`config.mk`:
```
export PLATFORM = sky130hd
export DESIGN_NAME = gpio_output_pwm_encoder
export DESIGN_NICKNAME = d
export VERILOG_FILES = /design/src/hw/gpio_pwm_pkg.sv /design/src/hw/gpio_output_pwm_encoder.sv
export VERILOG_INCLUDE_DIRS = /design/src /design/src/hw
export SDC_FILE = /design/constraint.sdc
export NUM_CORES = 1
export LEC_CHECK = 0
export BUFFER_PORTS_ARGS = -buffer_cell sky130_fd_sc_hd__buf_4
export CAP_MARGIN = 10
export CORE_ASPECT_RATIO = 1.1
export CORE_MARGIN = 2
export CORE_UTILIZATION = 28
export DETAILED_ROUTE_END_ITERATION = 10
export MAX_ROUTING_LAYER = met4
export SLEW_MARGIN = 20
export SYNTH_ARGS = -nofsm -noshare
export SYNTH_HDL_FRONTEND = slang
export SYNTH_SLANG_ARGS = --single-unit
```
`constraint.sdc`:
```
create_clock -name mclk -period 7.2 [get_ports mclk]
set_input_delay 0.36 -clock mclk [delete_from_list [all_inputs] [get_ports mclk]]
set_output_delay 0.36 -clock mclk [all_outputs]
set_load 0.05 [all_outputs]
```
`src/hw/gpio_pwm_cfg.svh`:
```
// register indices, field positions, reset values and tick counts
`ifndef GPIO_PWM_CFG_SVH
`define GPIO_PWM_CFG_SVH
`define IDX_STATUS 8'h4c
`define IDX_CFG 8'h4d
`define IDX_DATA 8'h4e
`define IDX_LL 8'h4f
`define IDX_LH 8'h50
`define RST_CFG 16'h0000
`define RST_DATA 16'h0000
`define RST_LL 16'h007f
`define RST_LH 16'h3f80
`define MASK_CFG 16'h7ffd
`define MASK_LH 16'h3fff
`define DIR_LSB 5
`define FMT0_BIT 10
`define TICKS_TB0 10'h00f
`define TICKS_TB1 10'h03f
`define TICKS_TB2 10'h0ff
`define TICKS_TB3 10'h3ff
`define RESP_OKAY 2'h0
`define RESP_SLVERR 2'h2
`endif

```
`src/hw/gpio_pwm_pkg.sv`:
```
// types shared by the pin block
package gpio_pwm_pkg;
  typedef enum logic {PH_HIGH, PH_LOW} pwm_phase_e;
  typedef logic [15:0] reg16_t;
  typedef logic [1:0] axi_resp_t;
endpackage

```
`src/hw/gpio_output_pwm_encoder.sv`:
```
// pin direction, source select, output data and pin 0 pwm encoder
//
// Local design decision: the AXI4-Lite register port.
`timescale 1ns/1ns
`include "gpio_pwm_cfg.svh"
//
// Behaviour
// RULE_01 - config bits 9..5 set pin 4..0 direction, 1 means output.
// RULE_02 - pin 4 output: select 0 drives comparator B, 1 drives data.
// RULE_03 - pin 3 output: select 0 drives comparator A, 1 drives data.
// RULE_04 - pin 2 output: select 0 drives fault, 1 drives data.
// RULE_05 - pin 0 output: select 0 drives missing-host detect, 1 data.
// RULE_06 - config bit 1 ignores writes and reads zero.
// RULE_07 - pin 1 output always drives its data bit.
// RULE_08 - software sets output direction for internal function pins.
// RULE_09 - data bits 15..5 are plain storage with no pin effect.
// RULE_10 - data bits 4..0 set output pin level, 1 high.
// RULE_11 - data bit ignored for input pins or function-routed pins.
// RULE_12 - time base code selects 16, 64, 256 or 1024 clocks.
// RULE_13 - encoded level drives high for high count times time base.
// RULE_14 - encoded level drives low for low count times time base.
// RULE_15 - zero high count gives static low.
// RULE_16 - zero low count, nonzero high count gives static high.
// RULE_17 - both counts zero gives static low.
// RULE_18 - low-level pwm register resets to 007f.
// RULE_19 - high then low phase repeat, counts reload each period.
// RULE_20 - pin 0 format bit selects static or pwm encoded output.
// RULE_21 - logic high uses its own register with same rules; code takes time base from the low-level register.
module gpio_output_pwm_encoder #(
  parameter int ADDR_W = 12
) (
  input logic mclk,
  input logic sys_rst,
  input logic [ADDR_W-1:0] s_axi_awaddr,
  input logic s_axi_awvalid,
  output logic s_axi_awready,
  input logic [31:0] s_axi_wdata,
  input logic [3:0] s_axi_wstrb,
  input logic s_axi_wvalid,
  output logic s_axi_wready,
  output gpio_pwm_pkg::axi_resp_t s_axi_bresp,
  output logic s_axi_bvalid,
  input logic s_axi_bready,
  input logic [ADDR_W-1:0] s_axi_araddr,
  input logic s_axi_arvalid,
  output logic s_axi_arready,
  output logic [31:0] s_axi_rdata,
  output gpio_pwm_pkg::axi_resp_t s_axi_rresp,
  output logic s_axi_rvalid,
  input logic s_axi_rready,
  input logic overcurrentCompareAOut,
  input logic overcurrentCompareBOut,
  input logic faultIndication,
  input logic missingHostDetectOut,
  input logic [4:0] pinIn,
  output logic [4:0] pinOut,
  output logic [4:0] pinOutEn
);
  import gpio_pwm_pkg::*;

  // ****************************************
  // helpers
  // ****************************************
  // word index of a byte address, with a flag for address bits above it
  function automatic logic [8:0] wordIdx(input logic [ADDR_W-1:0] a);
    logic [ADDR_W-1:0] hi;
    hi = a >> 10;
    wordIdx = {hi != '0, a[9:2]};
  endfunction

  // byte-lane merge of a write into a 16-bit register
  function automatic reg16_t merge(input reg16_t old,
    input logic [31:0] d, input logic [3:0] s, input reg16_t m);
    reg16_t v;
    v = old;
    if (s[0]) v[7:0] = d[7:0];
    if (s[1]) v[15:8] = d[15:8];
    merge = v & m;
  endfunction

  // last count of the time-base divider
  function automatic logic [9:0] tickLast(input logic [1:0] tb);
    unique case (tb)
      2'h0: tickLast = `TICKS_TB0;
      2'h1: tickLast = `TICKS_TB1;
      2'h2: tickLast = `TICKS_TB2;
      2'h3: tickLast = `TICKS_TB3;
    endcase
  endfunction

  // ****************************************
  // register bus and register file
  // ****************************************
  reg16_t pinFunctionConfig, pinOutputValues;
  reg16_t pin0LowLevelPwmConfig, pin0HighLevelPwmConfig;
  reg16_t next_cfg, next_data, next_ll, next_lh;
  logic awHave, wHave, next_awHave, next_wHave;
  logic [8:0] awIdx, next_awIdx, rIdx, next_rIdx;
  logic [31:0] wData, next_wData;
  logic [3:0] wStrb, next_wStrb;
  logic next_bvalid, next_rvalid;
  axi_resp_t next_bresp, next_rresp;
  logic [31:0] next_rdata;
  logic pwmLevel;

  // aw and w may arrive in either order; the write lands when both held
  always_comb
  begin
    next_cfg = pinFunctionConfig;
    next_data = pinOutputValues;
    next_ll = pin0LowLevelPwmConfig;
    next_lh = pin0HighLevelPwmConfig;
    next_awHave = awHave;
    next_wHave = wHave;
    next_awIdx = awIdx;
    next_wData = wData;
    next_wStrb = wStrb;
    next_bvalid = s_axi_bvalid && !s_axi_bready;
    next_bresp = s_axi_bresp;
    next_rvalid = s_axi_rvalid && !s_axi_rready;
    next_rdata = s_axi_rdata;
    next_rresp = s_axi_rresp;
    next_rIdx = rIdx;
    if (s_axi_awvalid && s_axi_awready)
    begin
      next_awHave = 1'b1;
      next_awIdx = wordIdx(s_axi_awaddr);
    end
    if (s_axi_wvalid && s_axi_wready)
    begin
      next_wHave = 1'b1;
      next_wData = s_axi_wdata;
      next_wStrb = s_axi_wstrb;
    end
    if (awHave && wHave && !s_axi_bvalid)
    begin
      next_awHave = 1'b0;
      next_wHave = 1'b0;
      next_bvalid = 1'b1;
      next_bresp = `RESP_OKAY;
      unique case (awIdx)
        {1'b0, `IDX_CFG}: // reserved bits 15 and 1 masked off [RULE_06]
          next_cfg = merge(pinFunctionConfig, wData, wStrb, `MASK_CFG);
        {1'b0, `IDX_DATA}: // spare upper bits simply stored [RULE_09]
          next_data = merge(pinOutputValues, wData, wStrb, 16'hffff);
        {1'b0, `IDX_LL}:
          next_ll = merge(pin0LowLevelPwmConfig, wData, wStrb, 16'hffff);
        {1'b0, `IDX_LH}:
          next_lh = merge(pin0HighLevelPwmConfig, wData, wStrb, `MASK_LH);
        {1'b0, `IDX_STATUS}: ; // read-only, write dropped
        default: next_bresp = `RESP_SLVERR;
      endcase
    end
    if (s_axi_arvalid && s_axi_arready)
    begin
      next_rvalid = 1'b1;
      next_rIdx = wordIdx(s_axi_araddr);
      next_rresp = `RESP_OKAY;
      unique case (wordIdx(s_axi_araddr))
        {1'b0, `IDX_STATUS}: next_rdata = {26'h0, pwmLevel, pinIn};
        {1'b0, `IDX_CFG}: next_rdata = {16'h0, pinFunctionConfig};
        {1'b0, `IDX_DATA}: next_rdata = {16'h0, pinOutputValues};
        {1'b0, `IDX_LL}: next_rdata = {16'h0, pin0LowLevelPwmConfig};
        {1'b0, `IDX_LH}: next_rdata = {16'h0, pin0HighLevelPwmConfig};
        default:
        begin
          next_rdata = 32'h0;
          next_rresp = `RESP_SLVERR;
        end
      endcase
    end
  end

  // readies come from flops, so a held address is never overwritten
  always_ff @(posedge mclk)
  begin
    if (sys_rst)
    begin
      pinFunctionConfig <= `RST_CFG;
      pinOutputValues <= `RST_DATA;
      pin0LowLevelPwmConfig <= `RST_LL; // [RULE_18]
      pin0HighLevelPwmConfig <= `RST_LH;
      awHave <= 1'b0;
      wHave <= 1'b0;
      awIdx <= 9'h0;
      wData <= 32'h0;
      wStrb <= 4'h0;
      rIdx <= 9'h0;
      s_axi_awready <= 1'b0;
      s_axi_wready <= 1'b0;
      s_axi_bvalid <= 1'b0;
      s_axi_bresp <= `RESP_OKAY;
      s_axi_arready <= 1'b0;
      s_axi_rvalid <= 1'b0;
      s_axi_rdata <= 32'h0;
      s_axi_rresp <= `RESP_OKAY;
    end
    else
    begin
      pinFunctionConfig <= next_cfg;
      pinOutputValues <= next_data;
      pin0LowLevelPwmConfig <= next_ll;
      pin0HighLevelPwmConfig <= next_lh;
      awHave <= next_awHave;
      wHave <= next_wHave;
      awIdx <= next_awIdx;
      wData <= next_wData;
      wStrb <= next_wStrb;
      rIdx <= next_rIdx;
      s_axi_awready <= !next_awHave;
      s_axi_wready <= !next_wHave;
      s_axi_bvalid <= next_bvalid;
      s_axi_bresp <= next_bresp;
      s_axi_arready <= !next_rvalid;
      s_axi_rvalid <= next_rvalid;
      s_axi_rdata <= next_rdata;
      s_axi_rresp <= next_rresp;
    end
  end

  // ****************************************
  // pin 0 pwm encoder
  // ****************************************
  logic [4:0] dir, src, dat;
  logic level0, pwmActive, waveOn, tick;
  reg16_t selCfg;
  logic [6:0] selHc, selLc, curHc, curLc, next_curHc, next_curLc;
  logic [6:0] phaseCnt, next_phaseCnt;
  logic [9:0] tickCnt, next_tickCnt;
  pwm_phase_e phase, next_phase;

  assign dir = pinFunctionConfig[`DIR_LSB+4:`DIR_LSB];
  assign src = {pinFunctionConfig[4:2], 1'b1, pinFunctionConfig[0]};
  assign dat = pinOutputValues[4:0];
  assign level0 = src[0] ? dat[0] : missingHostDetectOut;
  assign selCfg = level0 ? pin0HighLevelPwmConfig
                         : pin0LowLevelPwmConfig; // [RULE_21]
  assign selHc = selCfg[13:7];
  assign selLc = selCfg[6:0];
  assign pwmActive = dir[0] && pinFunctionConfig[`FMT0_BIT]; // [RULE_20]
  assign waveOn = pwmActive && selHc != 7'h0 && selLc != 7'h0;
  // >= so that shrinking the time base mid-count cannot skip a tick
  assign tick = tickCnt >= tickLast(pin0LowLevelPwmConfig[15:14]);
  // zero high count gives low, zero low count alone gives high
  assign pwmLevel = waveOn ? (phase == PH_HIGH)
                           : (selHc != 7'h0); // [RULE_15] [RULE_16] [RULE_17]

  // the generator restarts from a fresh high phase when leaving static
  always_comb
  begin
    next_tickCnt = tick ? 10'h0 : tickCnt + 10'h1; // [RULE_12]
    next_phase = phase;
    next_phaseCnt = phaseCnt;
    next_curHc = curHc;
    next_curLc = curLc;
    if (!waveOn)
    begin
      next_tickCnt = 10'h0;
      next_phase = PH_HIGH;
      next_phaseCnt = 7'h0;
      next_curHc = selHc;
      next_curLc = selLc;
    end
    else if (tick)
    begin
      next_phaseCnt = phaseCnt + 7'h1;
      unique case (phase)
        PH_HIGH:
          if (phaseCnt == curHc - 7'h1) // [RULE_13]
          begin
            next_phase = PH_LOW;
            next_phaseCnt = 7'h0;
          end
        PH_LOW:
          if (phaseCnt == curLc - 7'h1) // [RULE_14]
          begin
            next_phase = PH_HIGH; // new period, counts reloaded [RULE_19]
            next_phaseCnt = 7'h0;
            next_curHc = selHc;
            next_curLc = selLc;
          end
      endcase
    end
    // first clock of a period takes the counts standing now, so a waveform
    // that starts right after a write never runs on counts latched before it
    if (waveOn && phase == PH_HIGH && phaseCnt == 7'h0 && tickCnt == 10'h0)
    begin
      next_curHc = selHc; // [RULE_19]
      next_curLc = selLc;
    end
  end

  // encoder state
  always_ff @(posedge mclk)
  begin
    if (sys_rst)
    begin
      tickCnt <= 10'h0;
      phase <= PH_HIGH;
      phaseCnt <= 7'h0;
      curHc <= 7'h0;
      curLc <= 7'h0;
    end
    else
    begin
      tickCnt <= next_tickCnt;
      phase <= next_phase;
      phaseCnt <= next_phaseCnt;
      curHc <= next_curHc;
      curLc <= next_curLc;
    end
  end

  // ****************************************
  // pin drivers
  // ****************************************
  logic [4:0] next_pinOut;

  // source select per pin; input pins drive nothing [RULE_11]
  always_comb
  begin
    next_pinOut[4] = src[4] ? dat[4] : overcurrentCompareBOut; // [RULE_02]
    next_pinOut[3] = src[3] ? dat[3] : overcurrentCompareAOut; // [RULE_03]
    next_pinOut[2] = src[2] ? dat[2] : faultIndication; // [RULE_04]
    next_pinOut[1] = dat[1]; // [RULE_07] [RULE_10]
    next_pinOut[0] = pwmActive ? pwmLevel : level0; // [RULE_05]
    next_pinOut = next_pinOut & dir;
  end

  // pins registered straight onto the ports
  always_ff @(posedge mclk)
  begin
    if (sys_rst)
    begin
      pinOut <= 5'h0;
      pinOutEn <= 5'h0;
    end
    else
    begin
      pinOut <= next_pinOut;
      pinOutEn <= dir; // [RULE_01]
    end
  end
endmodule

```
### Word level (Yosys, flattened, before mapping)

Cells that the tools add are included.

* bits in registers: 172
* bits of input ports: 76
* output and inout port bits: 51
* logic and storage cells: 126

* add/sub/neg operators: 4
* magnitude comparators: 1
* equal/unequal tests: 18
* mux-type cells: 33
* bitwise operators: 3
* reductions and logical operators: 39

Operators by type and width (count)
* 9-bit by 7-bit == test with 1-bit output, second input constant: 10
* 7-bit 2-to-1 mux: 12
* 16-bit case mux with 5 select lines: 1
* 10-bit case mux with 4 select lines: 1
* 3-bit AND reduction: 9
* 12-bit nonzero test: 2
* 7-bit == test: 2
* 1-bit 2-to-1 mux: 14
* 14-bit 2-to-1 mux: 1
* 7-bit case mux with 2 select lines: 1
* 7-bit nonzero test: 2
* 7-bit by 1-bit subtractor with 7-bit output, second input constant: 2
* 1-bit logical AND: 13
* 10-bit by 1-bit adder with 10-bit output, second input constant: 1
* 10-bit greater-or-equal comparator: 1
* 10-bit logical NOT: 1
* 5-bit OR reduction: 2
* 3-bit by 1-bit != test with 1-bit output, second input constant: 3
* 7-bit by 1-bit adder with 7-bit output, second input constant: 1
* 7-bit logical NOT: 1
* 1-bit logical NOT: 6
* 5-bit bitwise AND: 1
* 2-bit == test, second input constant: 2
* 2-bit 2-to-1 mux: 2
* 6 further kinds: 7

### Depth between registers and ports, before layout

Gate-level depths: netlist of run 1.

* depth after elaboration: 10
* depth in mapped cells: 11
* gate-level depth less buffers: 8

### Worst setup path before layout of run 1

No wires, ideal clock.

* path type: flip-flop to flip-flop
* from: reg pin0LowLevelPwmConfig[15]
* to: reg curHc[0]
* library setup time: 81 ps
* data arrival time: 2326 ps
* data required time: 7119 ps
* path slack: 4793 ps
* cell stages (with the launch flop): 11
* path buffers: 2
* clock period less this slack: 2407 ps
* cell sequence: dfxtp_1 > inv_1 > ha_1 > a21o_1 > a21o_1 > a221o_1 > and2_1 > buf_2 > a211o_1 > buf_6 > a211oi_2

* longest elaborated chain between the ends: 5
* elaborated cells on any way between the ends: 8
* classes of those cells: order compare: 1; eq/ne: 4; mux: 1; reduce/logical: 2

Ends and longest elaborated chain
* start: declaration: RTL line gpio_output_pwm_encoder.sv:95 `reg16_t pin0LowLevelPwmConfig, pin0HighLevelPwmConfig;`
* start signal: assignment: RTL line gpio_output_pwm_encoder.sv:181 `` pin0LowLevelPwmConfig <= `RST_LL; ``
* start signal: assignment: RTL line gpio_output_pwm_encoder.sv:202 `pin0LowLevelPwmConfig <= next_ll;`
* 2-bit == test (tied with other cells): RTL line gpio_output_pwm_encoder.sv:83 `unique case (tb)`
* 10-bit case mux with 4 select lines *: RTL line gpio_output_pwm_encoder.sv:83
* 10-bit greater-or-equal comparator *: RTL line gpio_output_pwm_encoder.sv:243 `assign tick = tickCnt >= tickLast(pin0LowLevelPwmConfig[15:14]);`
* 3-bit by 1-bit != test with 1-bit output (no line) *
* 3-bit AND reduction (no line) *
* end signal: assignment: RTL line gpio_output_pwm_encoder.sv:309 `curHc <= next_curHc;`
* end: declaration: RTL line gpio_output_pwm_encoder.sv:227 `logic [6:0] selHc, selLc, curHc, curLc, next_curHc, next_curLc;`

Every way passes the cells marked *; elsewhere a longest branch is shown, timed or not. The select of a mux whose other input is x is not followed.
A chain may end at the register's enable or synchronous reset.

### Final worst setup path of run 1

* from: reg pin0LowLevelPwmConfig[15]
* to: reg curLc[0]

* longest elaborated chain between the ends: 5
* elaborated cells on any way between the ends: 8
* classes of those cells: order compare: 1; eq/ne: 4; mux: 1; reduce/logical: 2

Ends and longest elaborated chain
* 2-bit == test (tied with other cells): RTL line gpio_output_pwm_encoder.sv:83
* 10-bit case mux with 4 select lines *: RTL line gpio_output_pwm_encoder.sv:83
* 10-bit greater-or-equal comparator *: RTL line gpio_output_pwm_encoder.sv:243
* 3-bit by 1-bit != test with 1-bit output (no line) *
* 3-bit AND reduction (no line) *
* end signal: assignment: RTL line gpio_output_pwm_encoder.sv:310 `curLc <= next_curLc;`
* end: declaration: RTL line gpio_output_pwm_encoder.sv:227

Marks and branches as above.

==> out/metrics.yaml, run 1 <==
num_antenna_cells: 0
ir_drop_v: 0.000144
ys_seq_area_share_pct: 42.6
synthFlopType: "dfxtp_1"
cp-end-kind: "flip-flop"
placed_area_sq_um: 8050
synthDistinctLibCells: 67
htree_levels: 4
setup_viol: 0
path_class: "reg2reg"
hold_viol: 0
place_hpwl_mm: 13.3
drt_iter0_markers: 429
cts_tree: "done"
p_int_mw: 1.52
finalInstanceArea_sq_um: 8700
power.switching_uw: 494
clock_sinks: 154
totalWireLength_mm: 19.0
arrival_ps: 3500
finalCritPeriodShare_pct: 44.0
grt_pass1_wl_mm: 30.3
cp.required_ps: 7530
post-route-min-period_ps: 3170
grt_max_degree: 63
io_pins: 127
dieHeight_microns: 173
ctsHoldBuffers: 0
cp_max_fo: 16
netSwitchingFraction_pct: 24.5
finalClockSkew_ps: 13.7
hp-class: "in2reg"
start_kind: "flip-flop"
drtPass1Iterations: 5
p_leak_nw: 3.49
cts_root_buf: "clkbuf_16"
cts_resized: 0
die_w_microns: 157
grt_remaining_overflow: 0
cap_violations: 0
initial_core_util_pct: 28.6
synth-seq-cells: 154
rows: 61
netlist_area_sq_um: 7240
cts_buffers: 17
fin_tns_setup_ps: 0
vias: 5859
async_reset_ff_share_pct: 0
yosysWarningCount: 0
rsz0062_at_grt: "no"
synth_edf_count: 0
seq_power_share_pct: 44.0
drive_gt1_share_pct: 16.1
clk_pin_slew_worst_paths_ps: 70
tightestPinTransition_ps: 1060
core_sq_um: 25300
insertion_delay_ps: 430
p_comb_share_pct: 7.2
slew_headroom_pct: 28.9
finalMaxSlewViolations: 0
dieArea_sq_um: 27100
pwr-share-clk_pct: 48.8
nets: 952
power_density_nw_per_um2: 232
wire_per_inst_microns: 15.5
via_per_inst: 4.79
grt_pass1_vias: 5647
syn_to_final_growth_pct: 20.2
avgSynthCellArea_sq_um: 8.98
outcome: "finished, final reports clean"
drc: 0
gp_congestion: 0.798
detail-route-antenna-nets: 0
cts.path.max_buffers: 2
cts_setup_buffers: 0
syn_inst: 806
antenna_found_initial: 0
port_buffers: 86
fmax_mhz: 316
grtUsageTotal_pct: 14.3
utilization_pct: 34.3
[layout by cell type (no fill, tap or decap), types with 13 or more instances in the layout]
| master | synthesis | routed |
|---|---|---|
| xor2_1 | 13 | 13 |
| a21oi_1 | 48 | 48 |
| conb_1 | 1 | 18 |
| clkbuf_16 | 0 | 17 |
| nor2_1 | 98 | 98 |
| dfxtp_1 | 154 | 154 |
| buf_4 | 19 | 87 |
| nor2b_1 | 21 | 21 |
| mux2i_1 | 69 | 69 |
| nand3_1 | 24 | 24 |
| inv_1 | 14 | 14 |
| nand2_1 | 97 | 97 |
| nor3_1 | 14 | 14 |
[worst paths after layout]
kind	startpoint	endpoint	slack [ps]	depth (start not counted)
max	pin0LowLevelPwmConfig[15]	curLc[0]	4030	8
min	s_axi_awaddr[7]	awIdx[5]	180	3
max reg2reg	pin0LowLevelPwmConfig[15]	curLc[0]	4030	8
min reg2reg	s_axi_rdata[10]	s_axi_rdata[10]	450	2
[cells by family after synthesis]
kind of cell               Yosys count  synth area share, %
muxes                               70                 9.86
xor gates and xnor gates            26                 3.34
buffers and inverters               79                 5.41
and+or+nand+nor                    319                 21.4
AOI/OAI and AO/OA                  145                 15.3
other                                1               0.0518
DFF                                154                 42.6
adders and majority gates           12                 2.07
[Yosys cell counts, types with 14 or more instances]
cell | n | share of area [%]
nor3_1 | 14 | 0.97
a21oi_1 | 48 | 3.3
buf_4 | 19 | 2.0
nor2_1 | 98 | 5.1
nand2_1 | 97 | 5.0
mux2i_1 | 69 | 9.5
nor2b_1 | 21 | 1.8
clkbuf_1 | 30 | 1.6
dfxtp_1 | 154 | 43
nand3_1 | 24 | 1.7
inv_1 | 14 | 0.73
[through the flow]
step | hold WS (ps) | worst slack [ps] | std cells | power, mW
finish | 175 | 4030 | 1223 | 2.02
global route | 167 | 3830 | 1223 | 2.08
CTS | 161 | 4060 | 1223 | 2.04
detailed placement | 443 | 4080 | 1191 | 1.05
global placement | 439 | 4100 | 1191 | 1.05
floorplan | 432 | 4790 | 823 | 1.01
[worst max-delay path, stage by stage (launching register included)]
cell and delay, ps:
dfxtp_1 450, inv_1 100, ha_1 300, a21o_1 160
a21o_1 180, a221o_1 490, and2_1 450, a211o_1 640
a211oi_1 290
[flip-flops by register name, indices dropped and copies added, names as in the netlist, 9 cells and up]
register,cells
wData,16
pinOutputValues,16
pin0HighLevelPwmConfig,14
awIdx,9
pin0LowLevelPwmConfig,16
pinFunctionConfig,14
tickCnt,10
s_axi_rdata,16
[area by class of cell]
type | count | area, sq um
Clock buffer | 19 | 443
Clock inverter | 13 | 206
Fill cell | 2663 | 16600
Inverter | 14 | 52.6
Multi-Input combinational cell | 590 | 3820
Sequential cell | 154 | 3080
Tap cell | 346 | 433
Timing Repair Buffer | 87 | 653
[power by group through the flow]
stage	Clock (mW)	Sequential, mW	Combinational [mW]
finish	0.985	0.887	0.146
global route	1.04	0.889	0.158
CTS	1.00	0.887	0.147
detailed placement	0	0.906	0.146
global placement	0	0.906	0.145
floorplan	0	0.914	0.0962
[metal layers]
metal / vias up / GRT usage [%] / routed length, microns
li1: 2927 / - / -
met1: 2774 / 18.8 / 9010
met2: 143 / 22.5 / 8850
met3: 15 / 2.41 / 808
met4: 0 / 4.51 / 282
met5: - / - / 0
No activity file was read; power rests on OpenSTA's default activity.
==> run 2: changes to the inputs <==
--- a/config.mk
+++ b/config.mk
@@ -6,6 +6,7 @@
 export SDC_FILE = /design/constraint.sdc
 export NUM_CORES = 1
 export LEC_CHECK = 0
+export ABC_AREA = 1
 export BUFFER_PORTS_ARGS = -buffer_cell sky130_fd_sc_hd__buf_4
 export CAP_MARGIN = 10
 export CORE_ASPECT_RATIO = 1.1
==> constraint.sdc (replaced) <==
create_clock -name mclk -period 2.8 [get_ports mclk]
set_input_delay 0.14 -clock mclk [delete_from_list [all_inputs] [get_ports mclk]]
set_output_delay 0.14 -clock mclk [all_outputs]
set_load 0.05 [all_outputs]
==> out/metrics.yaml, run 2 <==
p_leak_nw: 3.85
synth_edf_count: 0
hold_viol: 0
placed_area_sq_um: 8380
hold_depth: 3
grt_max_degree: 53
vias: 6683
cap_violations: 0
synth_compound_area_share_pct: 18.4
crit-reg2reg-launch: "pin0LowLevelPwmConfig[14]"
htree_levels: 4
async_reset_ff_share_pct: 0
start_kind: "flip-flop"
synth_top_area_share_pct: 41.5
layout_commonest_cell: "nand2_1"
pwr-share-clk_pct: 46.7
path_class: "reg2reg"
cp-end-kind: "flip-flop"
initial_core_util_pct: 28.4
rrSetupSlack_ps: 540
syn_inst: 1018
place_hpwl_mm: 14.3
cts_setup_buffers: 0
cts_root_buf: "clkbuf_16"
post-route-min-period_ps: 2260
drc: 0
mostFrequentLayoutCells: "nand2_1, dfxtp_1, inv_1, o21ai_0, buf_4"
antenna_found_initial: 0
finalClockSkew_ps: 8.06
setup_viol: 0
cts_buffers: 17
die_w_microns: 159
detail-route-antenna-nets: 0
tightestPinTransition_ps: 771
p_comb_share_pct: 9.2
ys_seq_area_share_pct: 41.5
avgSynthCellArea_sq_um: 7.31
io_pins: 127
dieArea_sq_um: 27900
drtPass1Iterations: 5
grt_pass1_vias: 6203
synth_fa_ha_area_share_pct: 2.02
synthDistinctLibCells: 44
synth-simple-area-share_pct: 25.2
grt_pass1_wl_mm: 31.5
synth_common_cells: "nand2_1, dfxtp_1, inv_1, o21ai_0, nor2_1"
synthMuxAreaShare_pct: 0
rsz0062_at_grt: "no"
utilization_pct: 35.4
cts_tree: "done"
r2r_cells: 10
outcome: "finished, final reports clean"
r2r_end: "phaseCnt[4]"
fmax_mhz: 443
num_antenna_cells: 0
min-delay-start: "s_axi_wdata[11]"
hp-class: "in2reg"
rows: 62
gp_congestion: 0.860
seq_power_share_pct: 44.1
synth_top_family_by_area: "simple AND/OR/NAND/NOR gates"
clock_sinks: 154
synthXorXnorAreaFrac_pct: 1.88
cp.required_ps: 3160
netlist_area_sq_um: 7440
finalInstanceArea_sq_um: 9250
clk_pin_slew_worst_paths_ps: 70
synthTopCellsByArea: "dfxtp_1, nand2_1, o21ai_0"
yosysWarningCount: 0
synth.most_common_cell: "nand2_1"
grtUsageTotal_pct: 14.5
nets: 1211
p_int_mw: 3.87
drt_iter0_markers: 424
setup_ws_ps: 542
grt_remaining_overflow: 0
whs_endpoint: "wData[11]"
dieHeight_microns: 175
finalCritPeriodShare_pct: 80.6
power_density_nw_per_um2: 560
slew_headroom_pct: 48.5
insertion_delay_ps: 430
post-place-ws_ps: 565
synthFlopType: "dfxtp_1"
syn_to_final_growth_pct: 24.4
ir_drop_v: 0.000457
netSwitchingFraction_pct: 25.2
power.switching_mw: 1.30
cts.path.max_buffers: 2
finalMaxSlewViolations: 0
synth-seq-cells: 154
arrival_ps: 2610
via_per_inst: 4.49
cp_max_fo: 29
wire_per_inst_microns: 13.1
fin_tns_setup_ps: 0
port_buffers: 86
synth_largest_area_cell: "dfxtp_1"
drive_gt1_share_pct: 16.0
totalWireLength_mm: 19.5
core_sq_um: 26100
## run 2: power by group through the flow
stage               registers (mW)  clock network, mW  logic, mW
global route                  2.29               2.55      0.525
floorplan                     2.36                  0      0.296
finish                        2.28               2.42      0.474
CTS                           2.28               2.46      0.475
global placement              2.33                  0      0.443
detailed placement            2.33                  0      0.446
## run 2: how the worst max path moves through the flow
stage / end / depth (start not counted) / startpoint / slack [ps]
floorplan: curHc[5] / 10 / pin0LowLevelPwmConfig[15] / 780
global placement: s_axi_rdata[6] / 11 / s_axi_araddr[11] / 640
detailed placement: phaseCnt[4] / 10 / pin0LowLevelPwmConfig[14] / 570
CTS: phaseCnt[4] / 10 / pin0LowLevelPwmConfig[14] / 540
global route: phaseCnt[5] / 10 / pin0LowLevelPwmConfig[14] / 320
finish: phaseCnt[4] / 10 / pin0LowLevelPwmConfig[14] / 540
## run 2: logic make-up after synthesis
group           count (synthesis)
compound gates                248
fa+ha+maj                      12
buf+inv                       188
simple gates                  399
xor+xnor                       16
other cells                     1
flops                         154
## run 2: critical path, stage by stage, from the launching register on
cell,delay [ps]
dfxtp_1,340
nor2_1,190
ha_1,280
nand2_1,70
inv_1,30
o21ai_0,130
nand4_1,200
nand4_1,140
buf_4,370
nand3_1,270
nor2_1,160
## run 2: routing by layer
layer | global-route usage [%] | routed length, microns
met1 | 17.6 | 9070
met2 | 23.8 | 9080
met3 | 3.42 | 893
met4 | 4.89 | 408
met5 | - | 0
## run 2: area by class of cell
type / count / area (sq um)
inverters: 132 / 495
repair buffers: 125 / 1010
clock inverters: 12 / 160
flip-flops and latches: 154 / 3080
well taps: 352 / 440
clock buffers: 20 / 457
fillers: 2790 / 16900
multi-input cells: 693 / 3600
## run 2: timing repair
action,4_1_cts,5_1_grt
hold buffers,25,0
endpoints found under the hold margin,25,0
resized for setup,0,0
## run 2: per-stage QoR
step | power [mW] | cells | hold slack (ps)
after detailed placement | 2.78 | 1431 | 397
after floorplan | 2.65 | 1035 | 303
after CTS | 5.22 | 1488 | 6.11
after global placement | 2.77 | 1431 | 396
final | 5.18 | 1488 | 22.4
after global routing | 5.37 | 1488 | 24.6
